**config.mk**
```make
export PLATFORM = sky130hd
export DESIGN_NAME = sramc_host
export DESIGN_NICKNAME = d
export VERILOG_FILES = /design/src/sramc_pkg.sv /design/src/sramc_host.sv
export SDC_FILE = /design/constraint.sdc
export NUM_CORES = 1
export LEC_CHECK = 0
export BUFFER_PORTS_ARGS = -buffer_cell sky130_fd_sc_hd__buf_4
export CORE_MARGIN = 5
export CORE_UTILIZATION = 35
export DETAILED_ROUTE_END_ITERATION = 8
export MAX_ROUTING_LAYER = met4
export PLACE_DENSITY = 0.64
export SLEW_MARGIN = 40
export SYNTH_ARGS = -nofsm -noshare
export SYNTH_HDL_FRONTEND = slang
export SYNTH_SLANG_ARGS = --single-unit
```
**constraint.sdc**
```tcl
create_clock -name CORE_CLK -period 1.6 [get_ports CORE_CLK]
set_input_delay 0.08 -clock CORE_CLK [delete_from_list [all_inputs] [get_ports CORE_CLK]]
set_output_delay 0.08 -clock CORE_CLK [all_outputs]
set_load 0.01 [all_outputs]
```
**src/sramc_pkg.sv**
```systemverilog
// Package for the host-side controller of the 4K x 4 asynchronous static memory
package sramc_pkg;
  localparam int ADDR_W = 12;
  localparam int DATA_W = 4;
  localparam int DEPTH  = 4096;
  localparam int CLK_PERIOD_NS = 10;
  // Times in ns, fastest grade
  localparam int T_READ_CYCLE_NS   = 35;
  localparam int T_ADDR_ACCESS_NS  = 35;
  localparam int T_SEL_ACCESS_NS   = 35;
  localparam int T_WRITE_PULSE_NS  = 30;
  localparam int T_SEL_TO_END_NS   = 30;
  localparam int T_DATA_SETUP_NS   = 20;
  localparam int T_WRITE_CYCLE_NS  = 35;
  localparam int T_OUT_OFF_NS      = 20;
  localparam int T_WE_TO_HIZ_NS    = 15;
  // Least times round up to whole cycles
  localparam int RD_CYC = (T_READ_CYCLE_NS + CLK_PERIOD_NS - 1) / CLK_PERIOD_NS;
  localparam int WP_CYC = (T_WRITE_PULSE_NS + CLK_PERIOD_NS - 1) / CLK_PERIOD_NS;
  localparam int WC_CYC = (T_WRITE_CYCLE_NS + CLK_PERIOD_NS - 1) / CLK_PERIOD_NS;
  localparam int OFF_CYC = (T_OUT_OFF_NS + CLK_PERIOD_NS - 1) / CLK_PERIOD_NS;
  localparam int HIZ_CYC = (T_WE_TO_HIZ_NS + CLK_PERIOD_NS - 1) / CLK_PERIOD_NS;
  localparam int DS_CYC = (T_DATA_SETUP_NS + CLK_PERIOD_NS - 1) / CLK_PERIOD_NS;
  localparam int CNT_W = 4;

  typedef enum logic [2:0] {
    ST_IDLE  = 3'b000,
    ST_READ  = 3'b001,
    ST_WSET  = 3'b010,
    ST_WPULS = 3'b011,
    ST_WREC  = 3'b100,
    ST_TURN  = 3'b101
  } sramc_state_type;

  typedef struct packed {
    logic                write;
    logic [ADDR_W-1:0]   addr;
    logic [DATA_W-1:0]   wdata;
  } sramc_req_type;

  typedef struct packed {
    logic [ADDR_W-1:0]   addr;
    logic                sel_n;
    logic                we_n;
    logic [DATA_W-1:0]   dout;
    logic [DATA_W-1:0]   doe_n;
  } sramc_pins_type;
endpackage

```
**src/sramc_host.sv**
```systemverilog
// Host-side controller that drives the 4K x 4 asynchronous static memory pins
`timescale 1ns/1ps
// Notes on behaviour
// - Write interval needs both strobes low; ends when either rises.
// - Host meets data setup and hold to the rising edge ending writes.
// - Host holds each read address at least 35 ns.
// - Host keeps write strobe low at least 30 ns.
// - Address stable no later than write strobe falling.
// - Address stable at least 30 ns before write interval ends.
// - Select low at least 30 ns before write strobe rises.
// - Write data valid at least 20 ns before write strobe rises.
// - Address may change right after write strobe rises; write cycle 35 ns.
module sramc_host #(
  parameter int ADDR_W = sramc_pkg::ADDR_W,
  parameter int DATA_W = sramc_pkg::DATA_W
) (
  input  wire logic              CORE_CLK,
  input  wire logic              RESET,
  input  wire logic              CLK_EN,
  input  wire logic              REQ_VALID,
  input  wire logic              REQ_WRITE,
  input  wire logic [ADDR_W-1:0] REQ_ADDR,
  input  wire logic [DATA_W-1:0] REQ_WDATA,
  output logic                   REQ_READY,
  output logic                   RSP_VALID,
  output logic      [DATA_W-1:0] RSP_RDATA,
  output logic      [ADDR_W-1:0] MEM_WORD_ADDRESS,
  output logic                   MEM_SELECT_N,
  output logic                   MEM_WRITE_N,
  input  wire logic [DATA_W-1:0] MEM_DATA_BUS_4BIT_I,
  output logic      [DATA_W-1:0] MEM_DATA_BUS_4BIT_O,
  output logic      [DATA_W-1:0] MEM_DATA_BUS_4BIT_OE_N
);
  // Strobe stays low for the pulse width and for turn-around plus data setup
  localparam int WP_MIN   = sramc_pkg::WP_CYC - 1;
  localparam int WP_SETUP = sramc_pkg::HIZ_CYC + sramc_pkg::DS_CYC - 1;
  localparam int WP_END   = (WP_SETUP > WP_MIN) ? WP_SETUP : WP_MIN;
  localparam int CNT_MAX  = (1 << sramc_pkg::CNT_W) - 1;

  // The storage organisation is fixed, so other widths cannot be served
  if (ADDR_W != sramc_pkg::ADDR_W || DATA_W != sramc_pkg::DATA_W) begin : g_bad_width
    $error("Width parameters must match the memory organisation");
  end
  // The read wait and the write pulse wait must fit the sequencing counter
  if (sramc_pkg::RD_CYC + 1 > CNT_MAX || WP_END > CNT_MAX) begin : g_bad_count
    $error("Timing counts exceed the sequencing counter");
  end
  // Driving at once after the strobe falls would fight the device
  if (sramc_pkg::HIZ_CYC < 1) begin : g_bad_turn
    $error("Bus turn-around needs at least one cycle");
  end

  localparam logic [3:0] RD_LAST  = 4'(sramc_pkg::RD_CYC + 1);
  localparam logic [3:0] DRV_AT   = 4'(sramc_pkg::HIZ_CYC - 1);
  localparam logic [3:0] WP_LAST  = 4'(WP_END);
  localparam logic [3:0] REC_LAST = 4'(sramc_pkg::WC_CYC - sramc_pkg::WP_CYC);
  localparam logic [3:0] OFF_LAST = 4'(sramc_pkg::OFF_CYC - 1);

  sramc_pkg::sramc_state_type state_q, state_d;
  logic [3:0]        cnt_q, cnt_d;
  sramc_pkg::sramc_req_type req_q;
  sramc_pkg::sramc_pins_type pins_q, pins_d;
  logic [DATA_W-1:0] din_s1_q, din_s2_q;
  logic              rsp_valid_q, rsp_valid_d;
  logic [DATA_W-1:0] rdata_q;
  logic              ready_q, ready_d;

  wire take_req  = ready_q && REQ_VALID;
  wire cnt_done_rd  = (cnt_q == RD_LAST);
  wire cnt_done_wp  = (cnt_q == WP_LAST);
  wire cnt_done_drv = (cnt_q == DRV_AT);
  wire cnt_done_rec = (cnt_q == REC_LAST);
  wire cnt_done_off = (cnt_q == OFF_LAST);
  wire [DATA_W-1:0] drive_off = {DATA_W{1'b1}};
  wire [DATA_W-1:0] drive_on  = {DATA_W{1'b0}};

  always_comb begin
    state_d     = state_q;
    cnt_d       = cnt_q + 4'h1;
    pins_d      = pins_q;
    rsp_valid_d = 1'b0;
    ready_d     = 1'b0;
    unique case (state_q)
      sramc_pkg::ST_IDLE: begin
        ready_d = 1'b1;
        cnt_d   = 4'h0;
        if (take_req) begin
          ready_d = 1'b0;
          pins_d.addr = REQ_ADDR;
          pins_d.sel_n = 1'b0;
          if (REQ_WRITE) begin
            state_d = sramc_pkg::ST_WSET;
          end else begin
            state_d = sramc_pkg::ST_READ;
          end
        end
      end
      sramc_pkg::ST_READ: begin
        if (cnt_done_rd) begin
          rsp_valid_d  = 1'b1;
          pins_d.sel_n = 1'b1;
          state_d      = sramc_pkg::ST_TURN;
          cnt_d        = 4'h0;
        end
      end
      sramc_pkg::ST_WSET: begin
        pins_d.we_n  = 1'b0;
        pins_d.dout  = req_q.wdata;
        state_d      = sramc_pkg::ST_WPULS;
        cnt_d        = 4'h0;
      end
      sramc_pkg::ST_WPULS: begin
        if (cnt_done_drv) begin
          pins_d.doe_n = drive_on;
        end
        if (cnt_done_wp) begin
          pins_d.we_n  = 1'b1;
          pins_d.sel_n = 1'b1;
          state_d      = sramc_pkg::ST_WREC;
          cnt_d        = 4'h0;
        end
      end
      sramc_pkg::ST_WREC: begin
        // data held past the rising edge
        if (cnt_done_rec) begin
          pins_d.doe_n = drive_off;
          state_d      = sramc_pkg::ST_TURN;
          cnt_d        = 4'h0;
        end
      end
      sramc_pkg::ST_TURN: begin
        if (cnt_done_off) begin
          state_d = sramc_pkg::ST_IDLE;
          ready_d = 1'b1;
        end
      end
      default: begin
        state_d = sramc_pkg::ST_IDLE;
        pins_d  = '{addr: '0, sel_n: 1'b1, we_n: 1'b1, dout: '0, doe_n: drive_off};
      end
    endcase
  end

  // Sequencer state; everything freezes while the clock enable is low
  always_ff @(posedge CORE_CLK or posedge RESET) begin
    if (RESET) begin
      state_q     <= sramc_pkg::ST_IDLE;
      cnt_q       <= 4'h0;
      rsp_valid_q <= 1'b0;
      ready_q     <= 1'b0;
    end else if (CLK_EN) begin
      state_q     <= state_d;
      cnt_q       <= cnt_d;
      rsp_valid_q <= rsp_valid_d;
      ready_q     <= ready_d;
    end
  end

  // Pins leave registers only, so no decode glitch reaches the memory
  always_ff @(posedge CORE_CLK or posedge RESET) begin
    if (RESET) begin
      pins_q <= '{addr: '0, sel_n: 1'b1, we_n: 1'b1, dout: '0, doe_n: 4'hF};
    end else if (CLK_EN) begin
      pins_q <= pins_d;
    end
  end

  // Two stages before use; the word taken is the bus sampled 40 ns after the address, 5 ns past access time
  always_ff @(posedge CORE_CLK or posedge RESET) begin
    if (RESET) begin
      din_s1_q <= 4'h0;
      din_s2_q <= 4'h0;
    end else if (CLK_EN) begin
      din_s1_q <= MEM_DATA_BUS_4BIT_I;
      din_s2_q <= din_s1_q;
    end
  end

  always_ff @(posedge CORE_CLK or posedge RESET) begin
    if (RESET) begin
      req_q <= '0;
    end else if (CLK_EN && take_req) begin
      req_q <= '{write: REQ_WRITE, addr: REQ_ADDR, wdata: REQ_WDATA};
    end
  end

  always_ff @(posedge CORE_CLK or posedge RESET) begin
    if (RESET) begin
      rdata_q <= 4'h0;
    end else if (CLK_EN && rsp_valid_d) begin
      rdata_q <= din_s2_q;
    end
  end

  assign REQ_READY              = ready_q;
  assign RSP_VALID              = rsp_valid_q;
  assign RSP_RDATA              = rdata_q;
  assign MEM_WORD_ADDRESS       = pins_q.addr;
  assign MEM_SELECT_N           = pins_q.sel_n;
  assign MEM_WRITE_N            = pins_q.we_n;
  assign MEM_DATA_BUS_4BIT_O    = pins_q.dout;
  assign MEM_DATA_BUS_4BIT_OE_N = pins_q.doe_n;
endmodule

```
==> Word-level counts from Yosys, hierarchy flattened <==
Cells that the tools add are included.
{ "totals": {"ff_bits": 47, "output_inout_bits": 28, "wordCells": 75} }
{ "op_classes": {"n_addsub": 1, "eq_ne": 14, "muxes": 26, "bitwise": 5, "reduce_logical": 16} }
{ "ops": {"columns": ["operator", "n"], "rows": [
  ["12-bit case mux with 2 select lines", 1],
  ["4-bit two-way mux", 5],
  ["3-bit case mux with 6 select lines", 1],
  ["4-bit case mux with 4 select lines", 1],
  ["3-bit two-way mux", 5],
  ["13-bit two-way mux", 1],
  ["2-bit != test, second input constant", 6],
  ["4-bit case mux with 3 select lines", 1],
  ["5-bit OR reduction", 2],
  ["4-bit case mux with 2 select lines", 1],
  ["4-bit OR reduction", 2],
  ["3-bit by 2-bit == test with 1-bit output, second input constant", 2],
  ["3-bit == test, second input constant", 2],
  ["3-bit AND reduction", 2],
  ["6-bit AND reduction", 1],
  ["1-bit two-way mux", 5],
  ["1-bit NOT", 5],
  ["5-bit AND reduction", 1],
  ["4-bit by 1-bit adder with 4-bit output, second input constant", 1],
  ["4-bit by 1-bit == test with 1-bit output, second input constant", 1],
  ["4-bit by 2-bit == test with 1-bit output, second input constant", 1],
  ["4-bit by 3-bit == test with 1-bit output, second input constant", 1],
  ["2-bit two-way mux", 2],
  ["1-bit case mux with 4 select lines", 1],
  ["9 further kinds", 11]
]} }

==> Logic depth before layout (Yosys ltp) <==
Gate-level depths: netlist (run 1).
{ "logic_depth": {"word_depth": 4, "depth_mapped": 8} }

==> Worst setup path after synthesis (run 1) <==
Ideal clock, no wire load.
{ "synth_timing": {"path_type": "flip-flop to flip-flop", "start": "reg cnt_q[1]", "end": "reg cnt_q[1]", "arrival_ps": 1606, "required_time_ps": 1469, "path_slack_ps": -137, "stages_incl_launch_ff": 7, "path_buffers": 0, "period_less_slack_ps": 1737, "cell_sequence": "dfrtp_1 -> inv_1 -> ha_1 -> or3b_2 -> a221oi_1 -> and2b_1 -> a211oi_1"} }
{ "synth_between": {"elab_chain_cells": 3, "elab_cells_between_ends": 8} }
{ "synth_rtl": {"columns": ["item", "line_no", "rtl"], "rows": [
  ["start: declaration", "sramc_host.sv:60", "logic [3:0] cnt_q, cnt_d;"],
  ["start signal: assignment", "sramc_host.sv:153", "cnt_q <= cnt_d;"],
  ["4-bit by 1-bit adder with 4-bit output, or another cell as far along", "sramc_host.sv:79", "cnt_d = cnt_q + 4'h1;"],
  ["4-bit two-way mux (on tied branches)", "sramc_host.sv:125, sramc_host.sv:99, sramc_host.sv:116", null],
  ["4-bit case mux with 4 select lines (*)", "sramc_host.sv:83", "unique case (state_q)"]
]} }
Mark *: on every way between the ends. The rest lies on a longest branch, timed or not.
A chain may end at the register's enable or synchronous reset.

==> Worst setup path after layout (run 1) <==
{ "layout_timing": {"start": "reg cnt_q[1]", "end": "reg rdata_q[2] (netlist: RSP_RDATA[2])"} }
{ "layout_between": {"elab_chain_cells": 4} }
{ "layout_rtl": {"columns": ["item", "line_no", "rtl"], "rows": [
  ["4-bit by 3-bit == test with 1-bit output", "sramc_host.sv:69", "wire cnt_done_rd = (cnt_q == RD_LAST);"],
  ["1-bit two-way mux", "sramc_host.sv:99", "if (cnt_done_rd) begin"],
  ["1-bit two-way mux", "sramc_host.sv:83", null],
  ["1-bit logical AND", "sramc_host.sv:190", "end else if (CLK_EN && rsp_valid_d) begin"],
  ["end signal: assignment", "sramc_host.sv:191", "rdata_q <= din_s2_q;"],
  ["end: declaration", "sramc_host.sv:65", "logic [DATA_W-1:0] rdata_q;"]
]} }
Every way passes these cells.

==> qor.yml, run 1 <==
timing:
  final-hold-violation-count: 0
  rsz0062_at_grt: "yes"
  fin_ws_ns: -0.127
  min_period_over_period_pct: 108
  fin_setup_tns_ns: -1.37
  max_freq_mhz: 579
  finalSetupViolCount: 13
  slew_violations: 0
  min_period_ns: 1.73
  slew_headroom_pct: 53.5
  hold_ws_ns: 0.00909
  finClkSkew_ns: 0.00887
  tightestPinTransition_ns: 0.693
final_layout:
  fin_nets: 293
  syn_to_final_growth_pct: 37.4
  multi_input_area_um2: 943
  instances_no_fill: 342
  drive_gt1_share_pct: 46.8
  seq_area_mm2: 0.00111
  num_antenna_cells: 0
  fillerInstances: 533
  final_util_pct: 49.7
status:
  violations: "negative setup slack"
  status: "finished, violations left"
power_and_ir_drop:
  ir_drop_mv: 0.833
  leakage_nw: 1.37
  total_power_mw: 5.10
  power.density_mw_per_mm2: 1730
logic_synthesis:
  synth_edf_count: 0
  synth-seq-area-share_pct: 51.6
  async_flop_share_pct: 100
  syn-cell-area_mm2: 0.00214
  avgSynthCellArea_um2: 10.9
  synth_cell_type_count: 43
  syn_nets: 223
  yosysWarnings: 0
  synth_flop_cell: "dfrtp_1"
  synth-seq-cells: 44
  synthCells: 196
drt:
  wl_um: 4620
  num_vias: 1648
  drt-wirelength-per-cell_um: 13.5
  drt_iter0_drc: 62
  viasPerCell: 4.82
  first_pass_iters: 4
  drcViolationCount: 0
  antenna_left: 0
die:
  initial_utilization_pct: 36.1
  io_pins: 53
  dieHeight_um: 88.2
  num_rows: 28
  chipWidth_um: 88.2
  die_area_mm2: 0.00778
  core_mm2: 0.00592
critical_path:
  arrival_ns: 1.91
  worstPathCellList: "inv_1, ha_2, nand3b_1, or4_4, mux2_4"
  critical_path.max_stage_delay_ns: 0.55
  end_kind: "flop"
  crit_buf_inv: 1
  crit_type: "reg2reg"
  crit_slowest_cell: "or4_4"
  start_kind: "flop"
  cp_data_required_time_ns: 1.79
  crit_family: "simple AND/OR/NAND/NOR gates"
  cp_max_fo: 5
placed_design:
  dp_cells: 328
  hpwlAfterDp_um: 3350
  io_buffer_count: 52
  gp_congestion: 0.788
grt:
  grt_pass1_vias: 1675
  grt_usage_pct: 13.1
  grt_pass1_wl_um: 7800
  grt_max_degree: 27
  grt_overflow: 0
  grt_antenna_before_repair: 0
clock_network:
  cts_buffers: 5
  insertion_delay_ns: 0.30
  clk_pin_slew_worst_paths_ns: 0.08
  cts_tree: "built"
  h-tree-depth: 2
  root_buffer: "clkbuf_8"
  ctsLongestPathBuffers: 2
  cts_sinks: 44
min_path:
  min_path_type: "in2reg"
job:
  cap_viol_max_count: 0
cells in the mapped netlist, drive strengths merged (2+ instances only):
library cell  count  area share, %
mux2i            12            5.6
a21oi             6            1.4
nor2              7            1.2
o31ai             5            2.2
nor3b             2           0.70
o21ai             7            1.6
nand2            24            4.2
buf              12            4.7
nand4             2           0.58
dfrtp            41             48
clkbuf            4           0.70
or2               2           0.58
nand2b            3           0.88
inv              18            3.2
dfstp             3            3.7
nand3             3           0.70
nor3              2           0.47
ha                2            1.2
mux2             18             10
a22oi             4            1.4
xor2              2           0.82
a211oi            2           0.70
worst register-to-register path: cells and delay by family, from the launching register on:
| kind | cells | cell delay (ns) |
|---|---|---|
| adder cells (fa/ha/maj) | 1 | 0.17 |
| buffers and inverters | 1 | 0.07 |
| flip-flops | 1 | 0.41 |
| multiplexers | 1 | 0.32 |
| AND/OR/NAND/NOR | 2 | 0.64 |
worst paths after layout:
path	start	endpoint	slack, ns	depth (start not counted)
min in group asynchronous	RESET	MEM_WORD_ADDRESS[6]$_DFFE_PP0P_	0.37	3
max in group asynchronous	RESET	MEM_SELECT_N$_DFFE_PP1P_	0.64	4
worst max register to register	cnt_q[1]$_DFFE_PP0P_	RSP_RDATA[2]$_DFFE_PP0P_	-0.13	5
worst max-delay path	cnt_q[1]$_DFFE_PP0P_	RSP_RDATA[2]$_DFFE_PP0P_	-0.13	5
worst min register to register	MEM_SELECT_N$_DFFE_PP1P_	MEM_SELECT_N$_DFFE_PP1P_	0.50	2
worst min-delay path	MEM_DATA_BUS_4BIT_I[0]	din_s1_q[0]$_DFFE_PP0P_	0.009	2
cell usage in the layout, fill, tap and decap left out, types with 2 or more instances in the layout:
cell type / instances
buf_4: 72
dfrtp_1: 40
nand2_1: 24
inv_1: 17
mux2_2: 14
mux2i_1: 12
nor2_1: 7
a21oi_1: 6
clkbuf_8: 6
o21ai_0: 5
o31ai_2: 4
mux2_4: 4
a22oi_1: 4
dfstp_2: 3
nand3_1: 3
nand2b_1: 3
dlygate4sd3_1: 3
a211oi_2: 2
o21ai_1: 2
xor2_1: 2
nand4_1: 2
buf_6: 2
buf_12: 2
cell families (layout without fill, tap and decap cells):
logic type / count (synthesis) / count (layout) / synth area share [%]
buf+inv: 34 / 105 / 8.54
mux: 30 / 30 / 15.8
xor+xnor: 3 / 3 / 1.23
fa+ha+maj: 2 / 2 / 1.17
simple gates: 53 / 53 / 12.0
flops: 44 / 44 / 51.6
compound gates: 30 / 30 / 9.65
layer usage:
layer	part of all wire [%]	GRT usage (%)	vias up	wire, um
li1	-	-	796	-
met1	46	16.9	794	2110
met2	45	20.2	49	2080
met3	7.5	3.01	9	344
met4	1.8	4.95	0	81
met5	0	-	-	0
where the power goes:
group	total [mW]	internal [mW]	switching, mW
Combinational	2.55	1.38	1.18
Clock	0.730	0.353	0.377
Sequential	1.82	1.51	0.307
Total	5.10	3.24	1.86
flip-flops by register name, indices dropped and copies added, names as in the netlist, 3 cells and up:
| register | cells |
|---|---|
| MEM_WORD_ADDRESS | 12 |
| din_s1_q | 4 |
| req_q | 4 |
| state_q | 3 |
| cnt_q | 4 |
| din_s2_q | 4 |
| MEM_DATA_BUS_4BIT_O | 4 |
| RSP_RDATA | 4 |
final cells by class:
type | count | share of cell area [%]
Sequential cell | 44 | 37.6
Multi-Input combinational cell | 118 | 32.1
Timing Repair Buffer | 79 | 21.5
Tap cell | 75 | 3.19
Clock buffer | 6 | 2.81
Inverter | 18 | 2.30
Clock inverter | 2 | 0.468
metrics by stage:
step | setup WS (ns) | cell area, um2
2_1_floorplan | -0.0735 | 2150
3_3_place_gp | -0.145 | 2700
3_5_place_dp | -0.189 | 2700
4_1_cts | -0.0903 | 2900
5_1_grt | -0.198 | 2940
6_report | -0.127 | 2940
what timing repair did:
action | 4_1_cts | 5_1_grt
pin swaps | 9 | 7
hold buffers | 3 | 0
endpoints found under the setup margin | 14 | 24
buffers inserted | 3 | 0
hold endpoints to repair | 20 | 0
gates resized for setup | 16 | 7
Note: power is estimated with default switching activity, not from simulation.
==> run 2: changes to the inputs <==
--- a/config.mk
+++ b/config.mk
@@ -5,12 +5,12 @@
 export SDC_FILE = /design/constraint.sdc
 export NUM_CORES = 1
 export LEC_CHECK = 0
-export BUFFER_PORTS_ARGS = -buffer_cell sky130_fd_sc_hd__buf_4
 export CORE_MARGIN = 5
 export CORE_UTILIZATION = 35
 export DETAILED_ROUTE_END_ITERATION = 8
+export DONT_BUFFER_PORTS = 1
 export MAX_ROUTING_LAYER = met4
-export PLACE_DENSITY = 0.64
+export PLACE_DENSITY = 0.5
 export SLEW_MARGIN = 40
 export SYNTH_ARGS = -nofsm -noshare
 export SYNTH_HDL_FRONTEND = slang
==> qor.yml, run 2 (same netlist as run 1, synthesis figures left out) <==
grt:
  grt_antenna_before_repair: 0  # unchanged
  grt_max_degree: 45  # +67%
  grt_usage_pct: 13.2  # +0.070 points
  grt_overflow: 0  # unchanged
  grt_pass1_wl_um: 7750  # -0.63%
  grt_pass1_vias: 1649  # -1.6%
die:
  chipWidth_um: 88.2  # unchanged
  num_rows: 28  # unchanged
  core_mm2: 0.00592  # unchanged
  io_pins: 53  # unchanged
  initial_utilization_pct: 36.1  # unchanged
  dieHeight_um: 88.2  # unchanged
  die_area_mm2: 0.00778  # unchanged
min_path:
  min_to: "MEM_WRITE_N$_DFFE_PP1P_"
  hp-start: "CLK_EN"
  min_path_cells: 2  # unchanged
  min_path_type: "in2reg"
power_and_ir_drop:
  power.density_mw_per_mm2: 1730  # -0.47%
  total_power_mw: 4.76  # -6.6%
  ir_drop_mv: 0.780  # -6.4%
  p_switching_mw: 1.82  # -1.9%
  p_clk_share_pct: 14.4  # about the same
  internal_power_mw: 2.94  # -9.3%
  comb_power_share_pct: 44.4  # -5.6 points
  leakage_nw: 1.18  # -14%
  p_seq_share_pct: 41.2  # +5.5 points
  swShare_pct: 38.3  # +1.8 points
job:
  cap_viol_max_count: 0  # unchanged
final_layout:
  syn_to_final_growth_pct: 28.9
  instances_no_fill: 313  # -8.5%
  num_antenna_cells: 0  # unchanged
  drive_gt1_share_pct: 33.2  # -14 points
  final_common_cell: "dfrtp_1"
  fin_nets: 264  # -9.9%
  layout_common_cells: "dfrtp_1 (40), buf_4 (25), nand2_1 (24)"
  largest_reg_flops: 12  # unchanged
clock_network:
  cts_buffers: 5  # unchanged
  ctsLongestPathBuffers: 2  # unchanged
  cts_sinks: 44  # unchanged
  insertion_delay_ns: 0.29  # about the same
  root_buffer: "clkbuf_8"
  h-tree-depth: 2  # unchanged
  clk_pin_slew_worst_paths_ns: 0.09  # about the same
  cts_tree: "built"
drt:
  first_pass_iters: 4  # unchanged
  drt-wirelength-per-cell_um: 14.8  # +9.6%
  wl_um: 4630  # +0.32%
  num_vias: 1539  # -6.6%
  viasPerCell: 4.92  # +2.0%
  antenna_left: 0  # unchanged
  drt_iter0_drc: 73  # +18%
  drcViolationCount: 0  # unchanged
timing:
  final-hold-violation-count: 0  # unchanged
  finClkSkew_ns: 0.00964  # +0.000772 ns
  rsz0062_at_grt: "yes"
  slew_headroom_pct: 53.4  # -0.098 points
  tightestPinTransition_ns: 0.697  # +0.00345 ns
  fin_ws_ns: -0.108  # +0.0187 ns
  min_period_over_period_pct: 107  # -1.2 points
  min_period_ns: 1.71  # -0.0187 ns
  max_freq_mhz: 585  # +1.1%
  finalSetupViolCount: 13  # unchanged
  slew_violations: 0  # unchanged
status:
  violations: "negative setup slack"
  status: "finished, violations left"
critical_path:
  cp_data_required_time_ns: 1.75  # -0.04 ns
  start_kind: "flop"
  ff2ff_setup_slack_ns: -0.11  # +0.02 ns
  end_kind: "flop"
  ff2ff_path_depth: 6  # +1
  cp_max_fo: 3  # -2
  crit_type: "reg2reg"
  arrival_ns: 1.86  # -0.05 ns
  r2r-end: "cnt_q[1]$_DFFE_PP0P_"
  r2r_start: "cnt_q[1]$_DFFE_PP0P_"
placed_design:
  gp_congestion: 0.784  # -0.46%
  post-place-ws_ns: -0.153  # +0.0357 ns
  dp_cells: 279  # -15%
  hpwlAfterDp_um: 3320  # -0.88%
  io_buffer_count: 0  # -100%
run 2: power groups by stage:
| stage | combinational, mW | sequential (mW) | clock [mW] |
|---|---|---|---|
| global route | 2.36 | 2.03 | 0.781 |
| detailed placement | 1.74 | 1.99 | 0 |
| floorplan | 1.36 | 1.85 | 0 |
| CTS | 1.91 | 1.97 | 0.731 |
| global placement | 1.67 | 1.97 | 0 |
| finish | 2.11 | 1.96 | 0.686 |
run 2: final cells by class:
| class | count | area (um2) |
|---|---|---|
| sequential | 44 | 1110 |
| timing repair buffer | 50 | 449 |
| clock buffer | 5 | 68.8 |
| fill | 550 | 3160 |
| multi-input combinational | 118 | 950 |
| inverter | 18 | 67.6 |
| clock inverter | 3 | 23.8 |
| tap | 75 | 93.8 |
run 2: layer usage:
layer | share of wire, % | vias to the layer above | global-route usage [%]
met2 | 49 | 52 | 22.1
met1 | 40 | 744 | 14.5
met3 | 9.5 | 7 | 4.33
met4 | 1.4 | 0 | 5.22
li1 | - | 736 | -
met5 | 0 | - | -
run 2: through the flow:
stage	util [%]	setup TNS (ns)	hold WS, ns	cell area [um2]
floorplan	-	-0.531	0.217	2150
global placement	39.1	-1.15	0.129	2320
detailed placement	39.1	-1.52	0.139	2320
CTS	45.2	-1.27	0.00336	2680
global route	46.6	-2.10	0.0234	2760
finish	46.6	-0.959	0.0229	2760
run 2: worst max-delay path, cell delays in order (launching register included):
cell and delay, ns:
dfrtp_1 0.41, inv_1 0.07, ha_2 0.17, or3b_4 0.39
a221oi_2 0.27, and2b_2 0.21, a211oi_2 0.05
run 2: worst max-delay path by stage:
stage	start	to	slack [ns]
2_1_floorplan	cnt_q[1]$_DFFE_PP0P_	RSP_RDATA[0]$_DFFE_PP0P_	-0.07
3_3_place_gp	cnt_q[1]$_DFFE_PP0P_	RSP_RDATA[3]$_DFFE_PP0P_	-0.13
3_5_place_dp	cnt_q[1]$_DFFE_PP0P_	cnt_q[1]$_DFFE_PP0P_	-0.15
4_1_cts	cnt_q[1]$_DFFE_PP0P_	MEM_SELECT_N$_DFFE_PP1P_	-0.13
5_1_grt	cnt_q[1]$_DFFE_PP0P_	cnt_q[1]$_DFFE_PP0P_	-0.20
6_report	cnt_q[1]$_DFFE_PP0P_	cnt_q[1]$_DFFE_PP0P_	-0.11
run 2: timing repair:
action,4_1_cts,5_1_grt
buffers inserted,2,2
hold buffers,23,0
pin swaps,3,9
gates resized for setup,7,19
endpoints found under the hold margin,71,0
setup endpoints to repair,14,21
==> run 3: changes to the inputs <==
--- a/config.mk
+++ b/config.mk
@@ -10,7 +10,6 @@
 export DETAILED_ROUTE_END_ITERATION = 8
 export DONT_BUFFER_PORTS = 1
 export MAX_ROUTING_LAYER = met4
-export PLACE_DENSITY = 0.5
 export SLEW_MARGIN = 40
 export SYNTH_ARGS = -nofsm -noshare
 export SYNTH_HDL_FRONTEND = slang
==> qor.yml, run 3 (same netlist as run 1, synthesis figures left out) <==
critical_path:
  crit_buf_inv: 1  # unchanged
  crit_family: "simple AND/OR/NAND/NOR gates"
  cp_data_required_time_ns: 1.75  # about the same
  end_kind: "flop"
  crit_type: "reg2reg"
  worstPathCellList: "inv_1, ha_2, or3b_4, a221oi_4, and2b_2, a211oi_1"
  crit_slowest_cell: "or3b_4"
  critical_path.max_stage_delay_ns: 0.40  # about the same
  cp_max_fo: 3  # unchanged
  arrival_ns: 1.88  # +0.02 ns
  start_kind: "flop"
timing:
  rsz0062_at_grt: "yes"
  min_period_ns: 1.73  # +0.0208 ns
  min_period_over_period_pct: 108  # +1.3 points
  finClkSkew_ns: 0.00681  # -0.00283 ns
  max_freq_mhz: 578  # -1.2%
  fin_ws_ns: -0.129  # -0.0208 ns
  finalSetupViolCount: 12  # -1
  slew_violations: 0  # unchanged
  slew_headroom_pct: 66.8  # +13 points
  tightestPinTransition_ns: 0.497  # -0.200 ns
  final-hold-violation-count: 0  # unchanged
final_layout:
  drive_gt1_share_pct: 31.5  # -1.7 points
  seq_area_mm2: 0.00110  # -0.11%
  largest_reg_flops: 12  # unchanged
  layout_common_cells: "dfrtp_1 (41), dlygate4sd3_1 (27), nand2_1 (24)"
  fillerInstances: 538  # -2.2%
  final_cell_area_mm2: 0.00283  # +2.7%
  syn_to_final_growth_pct: 32.5
  fin_nets: 264  # unchanged
  final_common_cell: "dfrtp_1"
  multi_input_area_um2: 970  # +2.1%
  num_antenna_cells: 0  # unchanged
clock_network:
  h-tree-depth: 2  # unchanged
  clk_pin_slew_worst_paths_ns: 0.08  # about the same
  cts_tree: "built"
  cts_buffers: 5  # unchanged
  insertion_delay_ns: 0.29  # about the same
  root_buffer: "clkbuf_8"
  ctsLongestPathBuffers: 2  # unchanged
  cts_sinks: 44  # unchanged
status:
  violations: "negative setup slack"
  status: "finished, violations left"
drt:
  drcViolationCount: 0  # unchanged
  antenna_left: 0  # unchanged
  first_pass_iters: 4  # unchanged
  viasPerCell: 4.96  # +0.78%
  wl_um: 4790  # +3.3%
  drt-wirelength-per-cell_um: 15.3  # +3.3%
  drt_iter0_drc: 57  # -22%
  num_vias: 1551  # +0.78%
die:
  core_mm2: 0.00592  # unchanged
  initial_utilization_pct: 36.1  # unchanged
  dieHeight_um: 88.2  # unchanged
  die_area_mm2: 0.00778  # unchanged
  chipWidth_um: 88.2  # unchanged
  io_pins: 53  # unchanged
  num_rows: 28  # unchanged
power_and_ir_drop:
  total_power_mw: 5.04  # +5.8%
  power.density_mw_per_mm2: 1780  # +3.0%
  leakage_nw: 1.22  # +3.6%
  ir_drop_mv: 0.845  # +8.4%
job:
  cap_viol_max_count: 0  # unchanged
placed_design:
  placed_area_mm2: 0.00231  # -0.43%
  gp_congestion: 0.765  # -2.5%
  hpwlAfterDp_um: 3060  # -8.0%
  io_buffer_count: 0  # unchanged
  post-place-ws_ns: -0.177  # -0.0245 ns
grt:
  grt_overflow: 0  # unchanged
  grt_pass1_vias: 1613  # -2.2%
  grt_pass1_wl_um: 7600  # -1.9%
  grt_usage_pct: 13.0  # -0.20 points
  grt_antenna_before_repair: 0  # unchanged
  grt_max_degree: 24  # -47%
min_path:
  min_path_type: "in2reg"
run 3: final cells by class:
type / count / share of cell area [%]
sequential: 44 / 39.0
multi-input combinational: 118 / 34.2
timing repair buffer: 50 / 16.6
clock buffer: 7 / 3.40
tap: 75 / 3.31
inverter: 18 / 2.38
clock inverter: 1 / 1.06
run 3: layer usage:
metal  part of all wire, %  track usage, %  wire length [um]  up-vias
li1                      -               -                 -      740
met1                    45            15.5              2140      762
met2                    45            20.5              2170       45
met3                   8.9            4.99               428        4
met4                   1.0            3.71                50        0
met5                     0               -                 0        -
run 3: where the power goes:
group	internal [mW]	leakage [nW]	switching (mW)
Combinational	1.13	0.604	1.03
Sequential	1.52	0.553	0.434
Clock	0.551	0.0645	0.378
Total	3.20	1.22	1.84
run 3: what timing repair did:
action | in CTS | in global routing
endpoints found under the hold margin | 51 | 0
endpoints found under the setup margin | 14 | 18
setup buffers | 1 | 2
pin swaps | 3 | 8
cloned | 0 | 0
resized for setup | 3 | 25
hold buffers | 27 | 0
run 3: path summary, 6_finish.rpt:
| check | startpoint | end | slack (ns) | depth (start not counted) |
|---|---|---|---|---|
| max in group asynchronous | RESET | MEM_SELECT_N$_DFFE_PP1P_ | 0.76 | 3 |
| setup reg to reg | cnt_q[1]$_DFFE_PP0P_ | cnt_q[1]$_DFFE_PP0P_ | -0.13 | 6 |
| hold reg to reg | din_s2_q[1]$_DFFE_PP0P_ | RSP_RDATA[1]$_DFFE_PP0P_ | 0.50 | 1 |
| setup / recovery | cnt_q[1]$_DFFE_PP0P_ | cnt_q[1]$_DFFE_PP0P_ | -0.13 | 6 |
| hold / removal | CLK_EN | cnt_q[2]$_DFFE_PP0P_ | 0.02 | 3 |
| min in group asynchronous | RESET | RSP_RDATA[0]$_DFFE_PP0P_ | 0.26 | 2 |
run 3: worst reg2reg max path, cell delays in order (launching register included):
cell and delay, ns:
dfrtp_1 0.39, inv_1 0.07, ha_2 0.18, or3b_4 0.40, a221oi_4 0.29, and2b_2 0.20
a211oi_1 0.05
run 3: through the flow:
step | setup TNS (ns) | cells | utilization, % | hold WS [ns]
floorplan | -0.531 | 196 | - | 0.217
global placement | -1.31 | 276 | 39.0 | 0.0242
detailed placement | -1.70 | 276 | 39.0 | 0.0293
CTS | -1.34 | 312 | 46.0 | 0.00837
global route | -2.09 | 313 | 47.9 | 0.00738
finish | -0.990 | 313 | 47.9 | 0.0206
